==> config.mk <==
export PLATFORM = sky130hd
export DESIGN_NAME = nhc_host
export DESIGN_NICKNAME = d
export VERILOG_FILES = /design/src/core/nhc_pkg.sv /design/src/core/nhc_addr_if.sv /design/src/core/nhc_addr_fmt.sv /design/src/core/nhc_host.sv
export SDC_FILE = /design/constraint.sdc
export NUM_CORES = 1
export LEC_CHECK = 0
export BUFFER_PORTS_ARGS = -buffer_cell sky130_fd_sc_hd__buf_4
export CAP_MARGIN = 20
export CORE_MARGIN = 2
export CORE_UTILIZATION = 45
export DETAILED_ROUTE_END_ITERATION = 7
export GPL_TIMING_DRIVEN = 1
export PLACE_DENSITY = 0.67
export SYNTH_ARGS = -nofsm -noshare
export SYNTH_HDL_FRONTEND = slang
export SYNTH_SLANG_ARGS = --single-unit
==> constraint.sdc <==
create_clock -name CLOCK -period 2.8 [get_ports CLOCK]
set_input_delay 0.56 -clock CLOCK [delete_from_list [all_inputs] [get_ports CLOCK]]
set_output_delay 0.56 -clock CLOCK [all_outputs]
set_load 0.01 [all_outputs]
==> src/core/nhc_pkg.sv <==
// Purpose: Shared constants and types for the NAND bus host controller
// Assumes: 40 MHz system clock, byte-wide multiplexed flash bus
// Notes: Pin timings are least times, rounded up to whole clock cycles
`default_nettype none

package nhc_pkg;

	// Clock rate
	localparam int NHC_CLK_MHZ = 40;
	localparam int NHC_NS_PER_US = 1000;

	// Bus timing in nanoseconds (plain defaults, tune per part)
	localparam int NHC_WE_LOW_NS = 25;
	localparam int NHC_WE_HOLD_NS = 25;
	localparam int NHC_READ_ACCESS_DELAY_NS = 20;
	localparam int NHC_RE_HIGH_NS = 25;
	localparam int NHC_BUSY_SETTLE_NS = 100;

	// Least times round up to whole cycles, never below one
	function automatic int nhc_cycles_up(input int ns);
		int c;
		c = (ns * NHC_CLK_MHZ + NHC_NS_PER_US - 1) / NHC_NS_PER_US;
		return (c < 1) ? 1 : c;
	endfunction : nhc_cycles_up

	localparam int NHC_SYNC_STAGES = 2;
	localparam int NHC_CNT_W = 4;
	localparam logic [NHC_CNT_W-1:0] NHC_WE_LOW_CYC = NHC_CNT_W'(nhc_cycles_up(NHC_WE_LOW_NS));
	localparam logic [NHC_CNT_W-1:0] NHC_WE_HOLD_CYC = NHC_CNT_W'(nhc_cycles_up(NHC_WE_HOLD_NS));
	// Strobe low long enough for access delay plus the input synchroniser
	localparam logic [NHC_CNT_W-1:0] NHC_RE_LOW_CYC =
		NHC_CNT_W'(nhc_cycles_up(NHC_READ_ACCESS_DELAY_NS) + NHC_SYNC_STAGES + 1);
	localparam logic [NHC_CNT_W-1:0] NHC_RE_HIGH_CYC = NHC_CNT_W'(nhc_cycles_up(NHC_RE_HIGH_NS));
	localparam logic [NHC_CNT_W-1:0] NHC_SETTLE_CYC =
		NHC_CNT_W'(nhc_cycles_up(NHC_BUSY_SETTLE_NS));
	localparam logic [NHC_CNT_W-1:0] NHC_CNT_ONE = NHC_CNT_W'(1);

	// Address layout
	localparam int NHC_BYTE_W = 8;
	localparam int NHC_COL_W = 12;
	localparam int NHC_ROW_W = 18;
	localparam int NHC_PLANE_BIT = 6;
	localparam int NHC_IDX_W = 3;
	localparam logic [NHC_IDX_W-1:0] NHC_AC_COL_LO = 3'h0;
	localparam logic [NHC_IDX_W-1:0] NHC_AC_COL_HI = 3'h1;
	localparam logic [NHC_IDX_W-1:0] NHC_AC_ROW_LO = 3'h2;
	localparam logic [NHC_IDX_W-1:0] NHC_AC_ROW_MID = 3'h3;
	localparam logic [NHC_IDX_W-1:0] NHC_AC_ROW_HI = 3'h4;

	typedef logic [NHC_BYTE_W-1:0] nhc_byte_type;

	// Defined command codes; program and erase codes are a leading subset
	localparam int NHC_N_CMD = 25;
	localparam int NHC_N_PE = 9;
	localparam nhc_byte_type NHC_CMD_SET [NHC_N_CMD] = '{
		8'h80, 8'h85, 8'h81, 8'h10, 8'h15, 8'h11, 8'h60, 8'hD0, 8'hD1,
		8'h00, 8'h30, 8'h35, 8'h31, 8'h3F, 8'h90, 8'h70, 8'hFF, 8'h05,
		8'hE0, 8'hEC, 8'hED, 8'hEE, 8'hEF, 8'h78, 8'h06};

	// User operation codes
	typedef enum logic [2:0] {
		NHC_OP_CMD,
		NHC_OP_ADDR,
		NHC_OP_WDATA,
		NHC_OP_RDATA,
		NHC_OP_WAIT
	} nhc_op_type;

	// Controller states
	typedef enum logic [2:0] {
		NHC_ST_IDLE,
		NHC_ST_SETUP,
		NHC_ST_WE_LOW,
		NHC_ST_WE_HIGH,
		NHC_ST_RE_LOW,
		NHC_ST_RE_HIGH,
		NHC_ST_SETTLE,
		NHC_ST_RB_WAIT
	} nhc_state_type;

endpackage : nhc_pkg

`default_nettype wire

==> src/core/nhc_addr_if.sv <==
// Purpose: Carries address fields and the formatted cycle byte
// Assumes: Formatter is purely combinational
// Notes: One modport per side
`default_nettype none

interface nhc_addr_if;
	import nhc_pkg::*;
	logic [NHC_COL_W-1:0] column;
	logic [NHC_ROW_W-1:0] row;
	logic [NHC_IDX_W-1:0] cycle;
	nhc_byte_type addr_byte;
	logic plane;

	modport fmt (input column, input row, input cycle, output addr_byte, output plane);
	modport user (output column, output row, output cycle, input addr_byte, input plane);
endinterface : nhc_addr_if

`default_nettype wire

==> src/core/nhc_addr_fmt.sv <==
// Purpose: Maps column and row address onto the five address bus cycles
// Assumes: Cycle index is held stable by the caller
// Notes: Unused upper lines of partial cycles are always driven low
`default_nettype none

module nhc_addr_fmt
	import nhc_pkg::*;
(
	nhc_addr_if.fmt a
);

	assign a.plane = a.row[NHC_PLANE_BIT];

	// Byte for each address cycle, zero-extended partial cycles
	always_comb begin
		unique case (a.cycle)
			NHC_AC_COL_LO: a.addr_byte = a.column[NHC_BYTE_W-1:0];
			// column bits above, upper lines low
			NHC_AC_COL_HI: a.addr_byte = nhc_byte_type'(a.column[NHC_COL_W-1:NHC_BYTE_W]);
			NHC_AC_ROW_LO: a.addr_byte = a.row[NHC_BYTE_W-1:0];
			NHC_AC_ROW_MID: a.addr_byte = a.row[2*NHC_BYTE_W-1:NHC_BYTE_W];
			// top row bits, upper lines low
			NHC_AC_ROW_HI: a.addr_byte = nhc_byte_type'(a.row[NHC_ROW_W-1:2*NHC_BYTE_W]);
			default: a.addr_byte = '0;
		endcase
	end

endmodule : nhc_addr_fmt

`default_nettype wire

==> src/core/nhc_host.sv <==
// Purpose: Host controller driving a NAND flash through its strobe pins
// Assumes: One request at a time; device ready line pulled up outside
// Notes: Every pin input passes a two-stage synchroniser before use
`default_nettype none

// Operation
// - bytes valid across write strobe rising edge
// - busy line is open drain, pulled up
// - column in two cycles, low first
// - row in three cycles, low first
// - unused upper lines driven low
// - undefined command codes are refused
module nhc_host
	import nhc_pkg::*;
#(
	parameter int ADDR_CYCLES = 5
) (
	input wire logic CLOCK,
	input wire logic RST_N,
	input wire logic REQ_VALID,
	output logic REQ_READY,
	input wire nhc_op_type REQ_OP,
	input wire nhc_byte_type REQ_BYTE,
	input wire logic [NHC_COL_W-1:0] REQ_COLUMN,
	input wire logic [NHC_ROW_W-1:0] REQ_ROW,
	input wire logic REQ_KEEP_SEL,
	input wire logic PROGRAM_ENABLE,
	output logic RSP_VALID,
	output logic RSP_ERR,
	output nhc_byte_type RSP_BYTE,
	output logic DEVICE_READY,
	output logic CHIP_SELECT_N,
	output logic CMD_LATCH_SEL,
	output logic ADDR_LATCH_SEL,
	output logic WRITE_STROBE_N,
	output logic READ_STROBE_N,
	output logic WRITE_GUARD_N,
	input wire logic READY_BUSY_N,
	input wire nhc_byte_type IO_BUS_IN,
	output nhc_byte_type IO_BUS_OUT,
	output logic IO_BUS_OE
);

	localparam logic [NHC_IDX_W-1:0] LAST_IDX = NHC_IDX_W'(ADDR_CYCLES - 1);

	typedef struct packed {
		nhc_state_type state;
		logic [NHC_CNT_W-1:0] cnt;
		logic [NHC_IDX_W-1:0] idx;
		nhc_op_type op;
		nhc_byte_type wbyte;
		logic [NHC_COL_W-1:0] column;
		logic [NHC_ROW_W-1:0] row;
		logic keep;
		logic ce_n;
		logic cle;
		logic ale;
		logic we_n;
		logic re_n;
		logic guard_n;
		logic oe;
		nhc_byte_type dout;
		nhc_byte_type rbyte;
		logic rsp;
		logic err;
		nhc_byte_type io_s1;
		nhc_byte_type io_s2;
		logic rb_s1;
		logic rb_s2;
	} nhc_regs_type;

	nhc_regs_type r_q;
	nhc_regs_type r_d;

	nhc_addr_if aif ();

	nhc_addr_fmt u_fmt (
		.a(aif.fmt)
	);

	assign aif.column = r_q.column;
	assign aif.row = r_q.row;
	assign aif.cycle = r_q.idx;

	// Command code lookup against the defined set
	function automatic logic cmd_known(input nhc_byte_type c);
		logic hit;
		hit = 1'b0;
		for (int i = 0; i < NHC_N_CMD; i++) begin
			if (NHC_CMD_SET[i] == c) begin
				hit = 1'b1;
			end
		end
		return hit;
	endfunction : cmd_known

	function automatic logic cmd_prog_erase(input nhc_byte_type c);
		logic hit;
		hit = 1'b0;
		for (int i = 0; i < NHC_N_PE; i++) begin
			if (NHC_CMD_SET[i] == c) begin
				hit = 1'b1;
			end
		end
		return hit;
	endfunction : cmd_prog_erase

	// Next-state logic for the whole controller
	always_comb begin
		r_d = r_q;
		r_d.rsp = 1'b0;
		// Pin synchronisers, first stage feeds only the second
		r_d.io_s1 = IO_BUS_IN;
		r_d.io_s2 = r_q.io_s1;
		r_d.rb_s1 = READY_BUSY_N;
		r_d.rb_s2 = r_q.rb_s1;
		unique case (r_q.state)
			NHC_ST_IDLE: begin
				// Guard only changes between operations to avoid mid-cycle glitches
				r_d.guard_n = PROGRAM_ENABLE;
				if (REQ_VALID) begin
					r_d.op = REQ_OP;
					r_d.wbyte = REQ_BYTE;
					r_d.column = REQ_COLUMN;
					r_d.row = REQ_ROW;
					r_d.keep = REQ_KEEP_SEL;
					r_d.idx = '0;
					r_d.err = 1'b0;
					if (REQ_OP == NHC_OP_CMD && !cmd_known(REQ_BYTE)) begin
						r_d.err = 1'b1;
					end
					if (!r_q.guard_n && ((REQ_OP == NHC_OP_CMD && cmd_prog_erase(REQ_BYTE))
						|| REQ_OP == NHC_OP_WDATA)) begin
						r_d.err = 1'b1;
					end
					if (r_d.err) begin
						r_d.rsp = 1'b1;
					end else if (REQ_OP == NHC_OP_WAIT) begin
						r_d.cnt = NHC_SETTLE_CYC - NHC_CNT_ONE;
						r_d.state = NHC_ST_SETTLE;
					end else begin
						r_d.state = NHC_ST_SETUP;
					end
				end
			end
			NHC_ST_SETUP: begin
				r_d.ce_n = 1'b0;
				if (r_q.op == NHC_OP_RDATA) begin
					// latch selects low, write strobe high
					r_d.cle = 1'b0;
					r_d.ale = 1'b0;
					r_d.oe = 1'b0;
					r_d.re_n = 1'b0;
					r_d.cnt = NHC_RE_LOW_CYC - NHC_CNT_ONE;
					r_d.state = NHC_ST_RE_LOW;
				end else begin
					r_d.cle = (r_q.op == NHC_OP_CMD);
					r_d.ale = (r_q.op == NHC_OP_ADDR);
					// data cycle has both selects low
					r_d.oe = 1'b1;
					r_d.dout = (r_q.op == NHC_OP_ADDR) ? aif.addr_byte : r_q.wbyte;
					r_d.we_n = 1'b0;
					r_d.cnt = NHC_WE_LOW_CYC - NHC_CNT_ONE;
					r_d.state = NHC_ST_WE_LOW;
				end
			end
			NHC_ST_WE_LOW: begin
				r_d.cnt = r_q.cnt - NHC_CNT_ONE;
				if (r_q.cnt == '0) begin
					// rising edge with byte still driven
					r_d.we_n = 1'b1;
					r_d.cnt = NHC_WE_HOLD_CYC - NHC_CNT_ONE;
					r_d.state = NHC_ST_WE_HIGH;
				end
			end
			NHC_ST_WE_HIGH: begin
				r_d.cnt = r_q.cnt - NHC_CNT_ONE;
				if (r_q.cnt == '0) begin
					// stop after the last address cycle
					if (r_q.op == NHC_OP_ADDR && r_q.idx != LAST_IDX) begin
						r_d.idx = r_q.idx + NHC_IDX_W'(1);
						r_d.state = NHC_ST_SETUP;
					end else begin
						r_d.cle = 1'b0;
						r_d.ale = 1'b0;
						r_d.oe = 1'b0;
						r_d.rsp = 1'b1;
						r_d.ce_n = !r_q.keep;
						r_d.state = NHC_ST_IDLE;
					end
				end
			end
			NHC_ST_RE_LOW: begin
				r_d.cnt = r_q.cnt - NHC_CNT_ONE;
				if (r_q.cnt == '0) begin
					// sample after access delay and sync
					r_d.rbyte = r_q.io_s2;
					// one strobe per byte, device steps column
					r_d.re_n = 1'b1;
					r_d.cnt = NHC_RE_HIGH_CYC - NHC_CNT_ONE;
					r_d.state = NHC_ST_RE_HIGH;
				end
			end
			NHC_ST_RE_HIGH: begin
				r_d.cnt = r_q.cnt - NHC_CNT_ONE;
				if (r_q.cnt == '0) begin
					r_d.rsp = 1'b1;
					r_d.ce_n = !r_q.keep;
					r_d.state = NHC_ST_IDLE;
				end
			end
			NHC_ST_SETTLE: begin
				// Busy line may lag the last strobe, so wait before looking
				r_d.cnt = r_q.cnt - NHC_CNT_ONE;
				if (r_q.cnt == '0) begin
					r_d.state = NHC_ST_RB_WAIT;
				end
			end
			NHC_ST_RB_WAIT: begin
				if (r_q.rb_s2) begin
					r_d.rsp = 1'b1;
					r_d.ce_n = !r_q.keep;
					r_d.state = NHC_ST_IDLE;
				end
			end
		endcase
	end

	// State register, synchronous reset
	always_ff @(posedge CLOCK) begin
		if (!RST_N) begin
			r_q <= '0;
			r_q.state <= NHC_ST_IDLE;
			r_q.op <= NHC_OP_CMD;
			r_q.ce_n <= 1'b1;
			r_q.we_n <= 1'b1;
			r_q.re_n <= 1'b1;
			r_q.rb_s1 <= 1'b1;
			r_q.rb_s2 <= 1'b1;
		end else begin
			r_q <= r_d;
		end
	end

	// Pin and user outputs straight from flip-flops, REQ_READY decoded from the state register
	assign REQ_READY = (r_q.state == NHC_ST_IDLE);
	assign RSP_VALID = r_q.rsp;
	assign RSP_ERR = r_q.err;
	assign RSP_BYTE = r_q.rbyte;
	// pulled-up line reads high when ready
	assign DEVICE_READY = r_q.rb_s2;
	assign CHIP_SELECT_N = r_q.ce_n;
	assign CMD_LATCH_SEL = r_q.cle;
	assign ADDR_LATCH_SEL = r_q.ale;
	assign WRITE_STROBE_N = r_q.we_n;
	// read strobe high for writes, guard held
	assign READ_STROBE_N = r_q.re_n;
	assign WRITE_GUARD_N = r_q.guard_n;
	assign IO_BUS_OUT = r_q.dout;
	assign IO_BUS_OE = r_q.oe;

endmodule : nhc_host

`default_nettype wire

==> flow_metrics.env <==
export IMPL_cts_resized=0
export IMPL_fillers=942
export IMPL_htreeDepth=3
export IMPL_ios=82
export IMPL_slew_headroom_pct=46.3
export IMPL_root_buffer="clkbuf_8"
export IMPL_ys_seq_area_share_pct=42.6
export IMPL_dieHeight_um=104
export IMPL_switching_power_w=0.00121
export IMPL_placed_cells=691
export IMPL_numPortBuffers=81
export IMPL_ys_warn_count=0
export IMPL_cp_startpoint="r_q[94]$_SDFFE_PN0P_"
export IMPL_core_area_um2=9680
export IMPL_worstSetupPathType="flop to primary output"
export IMPL_fin_nets=631
export IMPL_synth_async_reset_ratio_pct=0
export IMPL_cts_tree="done"
export IMPL_setup_viol=0
export IMPL_grt_ovfl_total=0
export IMPL_cp_max_fo=19
export IMPL_min_from="READY_BUSY_N"
export IMPL_tightest_slew_ns=0.806
export IMPL_final_setup_skew_ns=0.0131
export IMPL_rrSetupSlack_ns=0.61
export IMPL_worstPathArrival_ns=1.70
export IMPL_fin_cells=706
export IMPL_cts_hold_buf=0
export IMPL_dieWidth_um=104
export IMPL_multi_input_area_um2=2230
export IMPL_p_leak_nw=2.14
export IMPL_synth_edf_count=0
export IMPL_swShare_pct=33.6
export IMPL_drt_wl_total_um=10400
export IMPL_start_util_pct=46.1
export IMPL_ys_types=57
export IMPL_synthFlopType="dfxtp_1"
export IMPL_n_antenna_cell=0
export IMPL_synth_seq_cells=95
export IMPL_drt_initial_drc_count=192
export IMPL_power_density_nw_per_um2=691
export IMPL_cts_max_path_buffers=2
export IMPL_ir_drop_v=0.000386
export IMPL_syn_cell_area_um2=4460
export IMPL_maxCapViolCount=0
export IMPL_clock_sinks=95
export IMPL_finalCriticalPeriod_ns=2.26
export IMPL_fin_tns_setup_ns=0
export IMPL_antenna_found_initial=0
export IMPL_fmax_mhz=443
export IMPL_grt_usage_pct=19.7
export IMPL_critPathRequiredTime_ns=2.24
export IMPL_wl_per_cell_um=14.7
export IMPL_register_area_um2=1900
export IMPL_power_internal_w=0.00238
export IMPL_syn_nets=590
export IMPL_areaGrowthSynthToFinish_pct=16.3
export IMPL_vias_per_cell=5.21
export IMPL_rsz0062_at_grt="no"
export IMPL_synth_cells=528
export IMPL_outcome="complete, no violations"
export IMPL_pwr_share_clk_pct=25.3
export IMPL_cp_start_kind="flop"
export IMPL_num_vias=3677
export IMPL_grt_max_degree=101
export IMPL_insertion_delay_ns=0.36
export IMPL_syn_area_per_cell_um2=8.45
export IMPL_end_kind="primary output"
export IMPL_gp_congestion=0.932
export IMPL_drc=0
export IMPL_ant_nets=0
export IMPL_numCtsBuffers=9
export IMPL_first_global_vias=3494
export IMPL_path_clk_slew_ns=0.09
export IMPL_dpl_hpwl_um=7310
export IMPL_seqPwrFrac_pct=46.2
export IMPL_rr_startpoint="r_q[94]$_SDFFE_PN0P_"
export IMPL_final_layout_size_suffix_gt1_share_pct=19.0
export IMPL_dr_pass1_iters=5
export IMPL_hold_viol=0
export IMPL_finish_utilization_pct=53.6
export IMPL_final_max_slew_viol_count=0
export IMPL_grt_pass1_wl_um=17200
export IMPL_p_comb_share_pct=28.4
export IMPL_min_path_type="input port to flop"
export IMPL_cts_setup_buffers=0
export IMPL_rows=36
export IMPL_min_period_over_period_pct=80.7
export IMPL_dieArea_um2=10700
power by group through the flow:
stage	clock, W	sequential (W)	combinational (W)
6_report	0.000908	0.00166	0.00102
5_1_grt	0.000992	0.00168	0.00115
4_1_cts	0.000936	0.00165	0.00102
3_5_place_dp	0	0.00169	0.00102
3_3_place_gp	0	0.00168	0.000992
2_1_floorplan	0	0.00162	0.000772
placed cells by master (no fill, tap or decap), types with 5 or more instances in the layout:
cell and instances:
nand2_1 122, dfxtp_1 95, buf_4 87, a21boi_0 45, and2_1 28, o21ai_0 23
mux2i_1 15, nor2b_1 15, nor2_1 13, a22oi_1 13, clkbuf_8 10, inv_1 9
nand3_1 7, a21oi_1 7, a32oi_1 7, ha_1 7, o22ai_1 6, nand2b_1 5
worst paths after layout:
path / depth (start not counted) / endpoint
worst max register to register: 6 / aif.cycle[2]$_SDFFE_PN0P_
worst max-delay path: 2 / REQ_READY
worst min register to register: 1 / DEVICE_READY$_SDFF_PN1_
worst min-delay path: 2 / r_d[0]$_SDFF_PN1_
stage by stage:
stage                     power [W]  setup slack (ns)  cell area [um2]  hold WS (ns)
final                       0.00358             0.541             5190         0.385
after global routing        0.00382             0.390             5190         0.373
after CTS                   0.00361             0.546             5190         0.374
after detailed placement    0.00270             0.520             4990         0.403
after global placement      0.00267             0.573             4990         0.407
after floorplan             0.00239             0.743             4460         0.386
flip-flops by register name (all words and copies together) (netlist names):
signal / count
aif.row: 18
ADDR_LATCH_SEL: 1
aif.column: 12
DEVICE_READY: 1
RSP_BYTE: 8
aif.cycle: 3
RSP_VALID: 1
r_d: 9
READ_STROBE_N: 1
WRITE_GUARD_N: 1
RSP_ERR: 1
r_q: 27
IO_BUS_OUT: 8
IO_BUS_OE: 1
CHIP_SELECT_N: 1
WRITE_STROBE_N: 1
CMD_LATCH_SEL: 1
cell usage after synthesis (3+ instances only):
cell type / count / area [um2]
a21boi_0: 45 / 338
a21oi_1: 7 / 35.0
a221o_1: 3 / 30.0
a22oi_1: 13 / 97.6
a32oi_1: 7 / 61.3
and2_1: 28 / 175
buf_2: 12 / 60.1
buf_4: 16 / 120
clkbuf_1: 26 / 97.6
dfxtp_1: 95 / 1900
ha_1: 7 / 87.6
inv_1: 9 / 33.8
mux2i_1: 15 / 150
nand2_1: 122 / 458
nand2b_1: 5 / 31.3
nand3_1: 7 / 35.0
nand3b_1: 3 / 22.5
nor2_1: 13 / 48.8
nor2b_1: 15 / 93.8
nor3_1: 3 / 15.0
nor4_1: 3 / 18.8
o211a_1: 3 / 30.0
o21ai_0: 23 / 115
o22ai_1: 6 / 37.5
cell type report:
type	count	area share, %
multi-input combinational	367	43.1
inverter	9	0.651
tap	133	3.21
sequential	95	36.7
timing repair buffer	87	12.6
clock buffer	11	2.73
clock inverter	4	1.06
cells by family (layout without fill, tap and decap cells):
kind of cell / Yosys count / after routing / share of synthesized area (%)
adder cells (fa/ha/maj): 8 / 8 / 2.19
buffers and inverters: 66 / 111 / 7.27
AO/OA/AOI/OAI: 127 / 127 / 20.7
XOR/XNOR: 4 / 4 / 0.786
AND/OR/NAND/NOR: 211 / 211 / 22.6
multiplexers: 17 / 17 / 3.87
flip-flops: 95 / 95 / 42.6
worst max-delay path: stages (launching register included):
cell and delay (ns):
dfxtp_1 0.52, nor3_2 0.59, buf_4 0.23
routing by layer:
metal  wire length [um]  vias up  track usage (%)
met5                  0        -                0
met3                615       14             4.85
met2               4910      120             32.7
met4                114        0             4.73
li1                   -     1868                -
met1               4720     1675             25.8
Power figures use the tool's default switching activity.
